## config.mk

```make
export PLATFORM = sky130hd
export DESIGN_NAME = eag_offset_unit
export DESIGN_NICKNAME = d
export VERILOG_FILES = /design/src/shared/eag_pkg.sv /design/src/verilog/eag_byte_lanes.sv /design/src/verilog/eag_mode_decode.sv /design/src/verilog/eag_offset_unit.sv
export SDC_FILE = /design/constraint.sdc
export NUM_CORES = 1
export LEC_CHECK = 0
export BUFFER_PORTS_ARGS = -buffer_cell sky130_fd_sc_hd__buf_2
export CORE_AREA = 2 2 206 208
export DETAILED_ROUTE_END_ITERATION = 10
export DIE_AREA = 0 0 208 210
export PLACE_DENSITY = 0.66
export RECOVER_POWER = 25
export SETUP_SLACK_MARGIN = 0.15
export SYNTH_ARGS = -nofsm -noshare
export SYNTH_HDL_FRONTEND = slang
export SYNTH_SLANG_ARGS = --single-unit
```

## constraint.sdc

```tcl
create_clock -name i_mclk -period 17.3 [get_ports i_mclk]
set_input_delay 0.865 -clock i_mclk [delete_from_list [all_inputs] [get_ports i_mclk]]
set_output_delay 0.865 -clock i_mclk [all_outputs]
set_load 0.05 [all_outputs]
```

## src/shared/eag_pkg.sv

```systemverilog
package eag_pkg;

  // Datapath widths.
  localparam int unsigned EAG_AW       = 32;
  localparam int unsigned EAG_RW       = 16;
  localparam int unsigned EAG_REAL_AW  = 20;
  localparam int unsigned EAG_NREG     = 8;
  localparam int unsigned EAG_SELW     = 3;
  localparam int unsigned EAG_PAGE_OFS = 12;

  // Register number of the stack pointer; it may not serve as index.
  localparam logic [2:0] EAG_STACK_PTR_IDX = 3'h4;

  // Reset values.
  localparam logic [31:0] EAG_ADDR_RST = 32'h0000_0000;

  // Addressing combinations, one-hot.
  typedef enum logic [8:0] {
    EAG_DIRECT    = 9'h001,
    EAG_REG_IND   = 9'h002,
    EAG_BASED     = 9'h004,
    EAG_INDEX     = 9'h008,
    EAG_SC_INDEX  = 9'h010,
    EAG_BASE_IDX  = 9'h020,
    EAG_BASE_SIDX = 9'h040,
    EAG_BIDX_DISP = 9'h080,
    EAG_BSIDX_DSP = 9'h100
  } eag_mode_t;

  // Operand size codes.
  typedef enum logic [1:0] {
    EAG_SZ_BYTE = 2'h0,
    EAG_SZ_WORD = 2'h1,
    EAG_SZ_DOUBLEWORD_OPERAND = 2'h2
  } eag_size_t;

endpackage

```

## src/verilog/eag_byte_lanes.sv

```systemverilog
`timescale 1ns/10ps
module eag_byte_lanes
  import eag_pkg::*;
(
  input  wire eag_size_t   i_size,
  input  wire logic [31:0] i_data,
  output logic [31:0]      o_bytes,
  output logic [3:0]       o_lane_en
);

  // Little-endian layout: byte k of the operand goes to address base plus k.
  logic [3:0] lane_mask;

  assign lane_mask = (i_size == EAG_SZ_DOUBLEWORD_OPERAND) ? 4'hF :
                     (i_size == EAG_SZ_WORD)  ? 4'h3 : 4'h1;

  genvar g;
  generate
    for (g = 0; g < 4; g++) begin : g_lane
      assign o_bytes[8*g +: 8] = lane_mask[g] ? i_data[8*g +: 8] : 8'h00;
      assign o_lane_en[g]      = lane_mask[g];
    end
  endgenerate

endmodule // eag_byte_lanes

```

## src/verilog/eag_mode_decode.sv

```systemverilog
`timescale 1ns/10ps
module eag_mode_decode
  import eag_pkg::*;
(
  input  wire eag_mode_t  i_mode,
  output logic            o_use_base,
  output logic            o_use_index,
  output logic            o_use_scale,
  output logic            o_use_disp,
  output logic            o_valid
);

  // Component presence per addressing combination.
  always_comb begin
    o_use_base  = 1'b0;
    o_use_index = 1'b0;
    o_use_scale = 1'b0;
    o_use_disp  = 1'b0;
    o_valid     = 1'b1;
    // A code that is not one of the nine one-hot combinations is flagged, not guessed at.
    case (i_mode)
      EAG_DIRECT: begin
        o_use_disp = 1'b1;
      end
      EAG_REG_IND: begin
        o_use_base = 1'b1;
      end
      EAG_BASED: begin
        o_use_base = 1'b1;
        o_use_disp = 1'b1;
      end
      EAG_INDEX: begin
        o_use_index = 1'b1;
        o_use_disp  = 1'b1;
      end
      EAG_SC_INDEX: begin
        o_use_index = 1'b1;
        o_use_scale = 1'b1;
        o_use_disp  = 1'b1;
      end
      EAG_BASE_IDX: begin
        o_use_base  = 1'b1;
        o_use_index = 1'b1;
      end
      EAG_BASE_SIDX: begin
        o_use_base  = 1'b1;
        o_use_index = 1'b1;
        o_use_scale = 1'b1;
      end
      EAG_BIDX_DISP: begin
        o_use_base  = 1'b1;
        o_use_index = 1'b1;
        o_use_disp  = 1'b1;
      end
      EAG_BSIDX_DSP: begin
        o_use_base  = 1'b1;
        o_use_index = 1'b1;
        o_use_scale = 1'b1;
        o_use_disp  = 1'b1;
      end
      default: begin
        o_valid = 1'b0;
      end
    endcase
  end

endmodule // eag_mode_decode

```

## src/verilog/eag_offset_unit.sv

```systemverilog
`timescale 1ns/10ps
module eag_offset_unit
  import eag_pkg::*;
(
  input  wire logic                 i_mclk,
  input  wire logic                 i_rst,
  input  wire logic                 i_req,
  input  wire eag_mode_t            i_mode,
  input  wire logic [EAG_SELW-1:0]  i_base_sel,
  input  wire logic [EAG_SELW-1:0]  i_index_sel,
  input  wire logic [1:0]           i_scale_factor,
  input  wire logic [31:0]          i_displacement_value,
  input  wire logic [255:0]         i_gpr_flat,
  input  wire logic                 i_protected,
  input  wire logic [31:0]          i_seg_base,
  input  wire logic                 i_paging_en,
  input  wire logic [19:0]          i_page_frame,
  input  wire eag_size_t            i_size,
  input  wire logic [31:0]          i_store_data,
  output logic                      o_valid,
  output logic                      o_fault,
  output logic [31:0]               o_offset_address,
  output logic [31:0]               o_linear_addr,
  output logic [31:0]               o_phys_addr,
  output logic [31:0]               o_store_bytes,
  output logic [3:0]                o_lane_en
);

  // Per-register view of the flattened register file input.
  logic [31:0] gpr [EAG_NREG];
  genvar r;
  generate
    for (r = 0; r < EAG_NREG; r++) begin : g_gpr
      assign gpr[r] = i_gpr_flat[32*r +: 32];
    end
  endgenerate

  // Addressing combination decode.
  logic use_base;
  logic use_index;
  logic use_scale;
  logic use_disp;
  logic mode_ok;

  eag_mode_decode u_dec (
    .i_mode      (i_mode),
    .o_use_base  (use_base),
    .o_use_index (use_index),
    .o_use_scale (use_scale),
    .o_use_disp  (use_disp),
    .o_valid     (mode_ok)
  );

  // Component selection; missing parts contribute zero.
  wire        index_bad  = use_index && (i_index_sel == EAG_STACK_PTR_IDX);
  wire [31:0] base_val   = use_base ? gpr[i_base_sel] : 32'h0000_0000;
  wire [31:0] index_raw  = use_index ? gpr[i_index_sel] : 32'h0000_0000;
  wire [1:0]  shift_amt  = use_scale ? i_scale_factor : 2'h0;
  wire [31:0] index_val  = index_raw << shift_amt;
  wire [31:0] disp_val   = use_disp ? i_displacement_value : 32'h0000_0000;
  // The 32-bit sum wraps on purpose; the carry out of bit 31 is dropped.
  wire [31:0] sum_full   = base_val + index_val + disp_val;
  wire [31:0] offset_nxt = i_protected ? sum_full :
                           {16'h0000, sum_full[EAG_RW-1:0]};
  wire        fault_nxt  = index_bad || !mode_ok;

  // Segmentation: real mode forms base times sixteen plus offset within 1 MB.
  wire [31:0] real_lin   = {12'h000, 4'h0, i_seg_base[15:0]} << 4;
  wire [31:0] real_sum   = real_lin + offset_nxt;
  wire [31:0] linear_nxt = i_protected ? (i_seg_base + offset_nxt) :
                           {12'h000, real_sum[EAG_REAL_AW-1:0]};
  wire [31:0] phys_nxt   = i_paging_en ?
                           {i_page_frame, linear_nxt[EAG_PAGE_OFS-1:0]} :
                           linear_nxt;

  // Byte lane placement of the operand at the low-byte address.
  logic [31:0] bytes_nxt;
  logic [3:0]  lanes_nxt;

  eag_byte_lanes u_lanes (
    .i_size    (i_size),
    .i_data    (i_store_data),
    .o_bytes   (bytes_nxt),
    .o_lane_en (lanes_nxt)
  );

  // One-cycle result register; outputs other than o_valid hold until the next request.
  always_ff @(posedge i_mclk) begin
    if (i_rst) begin
      o_valid          <= 1'b0;
      o_fault          <= 1'b0;
      o_offset_address <= EAG_ADDR_RST;
      o_linear_addr    <= EAG_ADDR_RST;
      o_phys_addr      <= EAG_ADDR_RST;
      o_store_bytes    <= EAG_ADDR_RST;
      o_lane_en        <= 4'h0;
    end else begin
      o_valid <= i_req;
      if (i_req) begin
        o_fault          <= fault_nxt;
        o_offset_address <= offset_nxt;
        o_linear_addr    <= linear_nxt;
        o_phys_addr      <= phys_nxt;
        o_store_bytes    <= bytes_nxt;
        o_lane_en        <= lanes_nxt;
      end
    end
  end
endmodule // eag_offset_unit
```

# [Word level (Yosys, flattened, before mapping)]
# Index checks and enable logic that the tools add are counted.
[op_classes] n_mux=24 eq_ne=12 n_bitwise=2 n_addsub=4 n_shift=1 n_reduce_logical=8 magnitude_cmp=2
[op_table] op="two-way mux 32 bit" count=10
[op_table] op="binary-select mux 32 bit (select 3 bit)" count=2
[op_table] op="adder 32 bit" count=3
[op_table] op="two-way mux 8 bit" count=4
[op_table] op="left shift 32 x 2 -> 32 bit" count=1
[op_table] op="adder 20 bit" count=1
[op_table] op="OR reduction 6 bit" count=3
[op_table] op="equality test 9 x 1 -> 1 bit, second input constant" count=1
[op_table] op="equality test 9 x 2 -> 1 bit, second input constant" count=1
[op_table] op="equality test 9 x 3 -> 1 bit, second input constant" count=1
[op_table] op="equality test 9 x 4 -> 1 bit, second input constant" count=1
[op_table] op="equality test 9 x 5 -> 1 bit, second input constant" count=1
[op_table] op="equality test 9 x 6 -> 1 bit, second input constant" count=1
[op_table] op="equality test 9 x 7 -> 1 bit, second input constant" count=1
[op_table] op="equality test 9 x 8 -> 1 bit, second input constant" count=1
[op_table] op="equality test 9 bit, second input constant" count=1
[op_table] op="OR reduction 9 bit" count=1
[op_table] op="greater-or-equal comparator 4 bit, second input constant" count=2
[op_table] op="NOT 3 -> 4 bit" count=2
[op_table] op="two-way mux 1 bit" count=5
[op_table] op="two-way mux 2 bit" count=2
[op_table] op="two-way mux 4 bit" count=1
[op_table] op="equality test 3 bit, second input constant" count=1
[op_table] op="OR reduction 3 bit" count=1
[op_table] op="other kinds (5)" count=5
[word_totals] register_bits=134 out_inout_bits=134 elab_cells=60 inputBits=396

# [Depth between registers and ports, before layout]
[depth] word_depth=12 ltp_mapped=33 depth_no_buf=30

# [By module]
# A second synthesis with hierarchy kept.
[unflattened] cells_unflattened=1625 area_unflattened_um2=14641.5
[modules_own_cells] mod="eag_offset_unit" seq_area_each_um2=2442.3 instances=1 area_per_inst_um2=14003.4 cells_each=1530
[modules_own_cells] mod="eag_mode_decode" seq_area_each_um2=0.0 instances=1 area_per_inst_um2=346.6 cells_each=55
[modules_own_cells] mod="eag_byte_lanes" seq_area_each_um2=0.0 instances=1 area_per_inst_um2=291.5 cells_each=40

# [Worst setup path after synthesis]
# Ideal clock, no wire load.
[synth_path] kind="in2reg" from="input port i_mode[6]" to="register o_linear_addr[31]" path_stages=30 setup_slack_ps=9010 setup_time_ps=122 t_arrival_ps=8168 n_path_buf=4 required_ps=17178 cell_sequence="buf_2 > or3b_1 > o21a_1 > nor3b_2 > clkbuf_1 > clkbuf_1 > mux2i_1 > fa_1 > inv_1 > ha_1 > a211oi_1 > o211ai_1 > a22oi_1 > nor3_1 > or2_2 > a211o_1 > a21oi_1 > xnor2_1 > and2_1 > ha_1 > clkbuf_1 > a21o_1 > a21o_1 > a2111oi_0 > o21bai_1 > a21oi_1 > mux2_2 > or4_1 > and3b_1 > a311o_1"
[synth_between] elab_chain_cells=10 elab_cells_between_ends=27 cone_classes="add/sub: 3; eq/ne: 9; shift: 1; mux: 10; reduce/logical: 4"
[synth_rtl] item="from (decl)" line="eag_offset_unit.sv:8" source="input wire eag_mode_t i_mode,"
[synth_rtl] item="equality test 9 x 4 -> 1 bit (tied with other cells)" line="eag_mode_decode.sv:21" source="case (i_mode)"
[synth_rtl] item="OR reduction 6 bit (no line) / OR reduction 3 bit (equally long branches)"
[synth_rtl] item="two-way mux 1 bit" line="eag_mode_decode.sv:21"
[synth_rtl] item="two-way mux 32 bit / two-way mux 2 bit (equally long branches)" line="eag_offset_unit.sv:57, eag_offset_unit.sv:58"
[synth_rtl] item="left shift 32 x 2 -> 32 bit" line="eag_offset_unit.sv:59" source="wire [31:0] index_val = index_raw << shift_amt;"
[synth_rtl] item="adder 32 bit" line="eag_offset_unit.sv:62" source="wire [31:0] sum_full = base_val + index_val + disp_val;"
[synth_rtl] item="adder 32 bit *" line="eag_offset_unit.sv:62"
[synth_rtl] item="two-way mux 32 bit *" line="eag_offset_unit.sv:63" source="wire [31:0] offset_nxt = i_protected ? sum_full :"
[synth_rtl] item="named net offset_nxt[24]" line="eag_offset_unit.sv:63"
[synth_rtl] item="adder 32 bit *" line="eag_offset_unit.sv:70" source="wire [31:0] linear_nxt = i_protected ? (i_seg_base + offset_nxt) :"
[synth_rtl] item="two-way mux 32 bit *" line="eag_offset_unit.sv:70"
[synth_rtl] item="to (signal assigned)" line="eag_offset_unit.sv:102" source="o_linear_addr <= linear_nxt;"
[synth_rtl] item="to (decl)" line="eag_offset_unit.sv:23" source="output logic [31:0] o_linear_addr,"
# Mark *: on every way through the listed nets, which the timed path passes. The rest lies on a longest branch.
# A chain may end at the register's enable or synchronous reset.

# [Final worst setup path]
[layout_path] from="input port i_index_sel[0]" to="register o_linear_addr[31]"
[layout_between] elab_chain_cells=11
[layout_rtl] item="from (decl)" line="eag_offset_unit.sv:10" source="input wire logic [EAG_SELW-1:0] i_index_sel,"
[layout_rtl] item="NOT 3 -> 4 bit (not written as such)" line="eag_offset_unit.sv:57" source="wire [31:0] index_raw = use_index ? gpr[i_index_sel] : 32'h0000_0000;"
[layout_rtl] item="binary-select mux 32 bit (select 3 bit)" line="eag_offset_unit.sv:57"
[layout_rtl] item="two-way mux 32 bit (not written as such) (2 in series)" line="eag_offset_unit.sv:57"
[layout_rtl] item="two-way mux 32 bit" line="eag_offset_unit.sv:57"
[layout_rtl] item="left shift 32 x 2 -> 32 bit" line="eag_offset_unit.sv:59"
[layout_rtl] item="adder 32 bit (2 in series)" line="eag_offset_unit.sv:62"
[layout_rtl] item="two-way mux 32 bit" line="eag_offset_unit.sv:63"
[layout_rtl] item="named net offset_nxt[24]" line="eag_offset_unit.sv:63"
[layout_rtl] item="adder 32 bit" line="eag_offset_unit.sv:70"
[layout_rtl] item="two-way mux 32 bit" line="eag_offset_unit.sv:70"
# The timed path passes the listed nets, and every way through them passes these cells. The select of a mux whose other input is x is not followed.

==> impl_metrics.csv <==
group,metric,value,unit
status,violations,"capacitance limit, slew limit",
setup_path,rrSetupSlack,16.29,ns
drt,wl_met3,3.807,mm
sta,slew_violations,121,
drt,drc,0,
setup_path,cpPeakStageDelay,0.70,ns
final_layout,drive_gt1_share,32.84,%
drt,viasPerCell,5.604,
clock_tree,cts_buffer_depth,2,
setup_path,path_class,"in2reg",
synthesis,async_reset_ff_share,0,%
setup_path,arrival,9.17,ns
clock_tree,path_clk_slew,0.06,ns
placement,gp_congestion,0.9454,
sta,timing.final.crit_share,51.12,%
clock_tree,clkLatencyLatePin,0.43,ns
synthesis,syn_nets,2150,
sta,post-route-min-period,8.844,ns
placement,dpl.hpwl,50.98,mm
drt,wl_met2,31.08,mm
clock_tree,post_cts_buffers,0,
synthesis,ys.flop_type,"dfxtp_1",
synthesis,ys_types,80,
sta,hold_viol,0,
final_layout,final_nets,2587,
floorplan,start_util,34.65,%
clock_tree,cts_tree,"built",
setup_path,cp_max_fo,41,
floorplan,pin_count,530,
global_routing,grt_pass1_wl,90.78,mm
floorplan,die_x,208,um
sta,worst_pin_slew,3.692,ns
pwr,pwr_density_cell,56.32,mW/mm^2
drt,highest_layer,"met5",
global_routing,overflow,0,
synthesis,synth-seq-area-share,16.85,%
synthesis,synth.avg_cell_area,8.749,sq um
setup_path,critPathSlowestCell,"buf_4",
synthesis,ys_seq_elements,121,
clock_tree,hold_buffers,0,
floorplan,die_area,0.04368,sq mm
global_routing,antenna_found_initial,39,
global_routing,grt_max_degree,79,
floorplan,die_h,210,um
placement,port_buffers,529,
floorplan,rows,75,
sta,fin_tns_setup,0,ns
synthesis,synthCells,1643,
synthesis,synth_warnings,0,
sta,rsz0062_at_grt,"no",
final_layout,n_fill_cell,4196,
min_path,hold_class,"reg2reg",
global_routing,gr-usage-all-layers,27.25,%
drt,antenna_left,0,
drt,dr.pass1.iters,5,
drt,vias,14912,
global_routing,grt_pass1_vias,15006,
final_layout,syn2layout_area_growth,24.76,%
synthesis,synth_area,0.01437,sq mm
drt,drtIter0Drc,1015,
floorplan,core,0.04148,sq mm
sta,max_slew_margin,-146.1,%
pwr,p_total,1.010,mW
clock_tree,clkSinkCount,121,
setup_path,required,17.62,ns
status,outcome,"finished, violations left",
drt,drt_wl_total,61.48,mm
setup_path,cp-end-kind,"flip-flop",
drt,m1WireLength,23.90,mm
pwr,peakVddDrop,0.00006402,V
sta,skew,0,ns
sta,setup_viol,0,
clock_tree,cts_root_buf,"clkbuf_16",
clock_tree,h-tree-depth,4,
sta,fmax,0.1131,GHz
clock_tree,cts_resized,0,
clock_tree,numCtsBuffers,17,
pwr,p_leak,8.398,nW
run,drv_cap,2,
synthesis,synth_edf_count,0,
drt,post_drt_wl_per_cell,23.10,um
setup_path,crit_path_start_kind,"primary input",
## per-stage QoR
stage          cells  hold slack [ns]  cell area [sq um]  setup slack [ns]  utilization [%]
2_1_floorplan   1643           0.6859              14370             9.010                -
3_3_place_gp    2600           0.4496              17320             8.126            41.76
3_5_place_dp    2600           0.4571              17320             8.074            41.76
4_1_cts         2631           0.4665              17940             8.481            43.25
5_1_grt         2659           0.4879              17930             7.767            43.22
6_report        2661           0.4642              17930             8.456            43.24
## metal layers
layer / track usage, % / vias to the layer above
met2: 47.85 / 655
met5: 0 / -
met4: 14.48 / 6
met3: 4.738 / 110
li1: - / 6991
met1: 31.78 / 7150
## cell families (layout without fill, tap and decap cells)
kind of cell | count (synthesis) | after routing | share of synthesized area, %
simple gates | 538 | 538 | 16.94
compound gates | 377 | 377 | 17.49
mux | 228 | 228 | 27.32
buf+inv | 200 | 649 | 5.649
flops | 121 | 121 | 16.85
fa+ha+maj | 111 | 111 | 11.44
xor+xnor | 68 | 68 | 4.309
other cells | 0 | 30 | 0
## synthesized netlist by cell type (all sizes together), types with 27 or more instances
| cell type | count | area, sq um |
|---|---|---|
| a211oi | 32 | 240.2 |
| a21o | 45 | 337.8 |
| a21oi | 88 | 444.2 |
| a22oi | 27 | 202.7 |
| buf | 44 | 226.5 |
| clkbuf | 81 | 304.0 |
| dfxtp | 121 | 2422 |
| fa | 34 | 680.7 |
| ha | 77 | 963.4 |
| inv | 73 | 274.0 |
| mux2 | 29 | 330.3 |
| mux2i | 71 | 710.7 |
| mux4 | 128 | 2887 |
| nand2 | 216 | 810.8 |
| nand3 | 29 | 145.1 |
| nor2 | 161 | 604.3 |
| o21ai | 72 | 360.3 |
| xnor2 | 44 | 392.9 |
## worst max-delay path, delay by kind of cell
| kind | cells | cell delay [ns] |
|---|---|---|
| AND/OR/NAND/NOR | 6 | 1.57 |
| multiplexers | 4 | 1.45 |
| buffers and inverters | 3 | 1.15 |
| XOR/XNOR | 1 | 0.11 |
| adder cells (fa/ha/maj) | 3 | 1.09 |
| AO/OA/AOI/OAI | 12 | 2.83 |
## cell usage in the layout, fill, tap and decap left out, drive strengths merged, types with 5 or more instances in the layout
cell and count:
a31oi 12, or3 7, clkinv 6, a22oi 27, nand2 216, nand4 11
o31ai 8, and3 17, a21o 45, o211ai 8, o221ai 6, o21a 10
nand3 29, xnor2 44, nor3 22, nor2 161, ha 77, nand3b 8
o21ai 72, o21bai 6, a21oi 88, a311oi 10, a41oi 5, mux2i 71
fa 34, a211oi 32, nand2b 11, xor2 23, nor2b 20, dfxtp 121
mux2 29, clkbuf 82, diode 30, buf 481, mux4 128, and2 14
o22ai 5, inv 74
## final timing paths
| kind | from | to | cells after the start |
|---|---|---|---|
| hold reg to reg | o_offset_address[17] | o_offset_address[17] | 2 |
| setup / recovery | i_index_sel[0] | o_linear_addr[31] | 29 |
| hold / removal | o_offset_address[17] | o_offset_address[17] | 2 |
| setup reg to reg | o_phys_addr[12] | o_phys_addr[12] | 3 |
## cell type report
type                            count  area (sq um)  area share [%]
Tap cell                          539         674.4           3.761
Clock buffer                       20         446.7           2.491
Clock inverter                     11         171.4          0.9558
Sequential cell                   121          2422           13.51
Timing Repair Buffer              543          2680           14.94
Multi-Input combinational cell   1322         11180           62.35
Inverter                           75         281.5           1.570
Antenna cell                       30         75.07          0.4186
## sequential cells by signal, indices dropped and copies added (netlist names)
| name | cells |
|---|---|
| o_offset_address | 32 |
| o_fault | 1 |
| o_phys_addr | 20 |
| o_store_bytes | 32 |
| o_linear_addr | 32 |
| o_lane_en | 3 |
| o_valid | 1 |
## report_power, final
part           switching [mW]  leakage (nW)  internal, mW
sequential            0.00729         0.990         0.291
clock                   0.135         0.297         0.244
combinational           0.197          7.11         0.136
total                   0.338          8.40         0.672
Note: power is estimated with default switching activity, not from simulation.
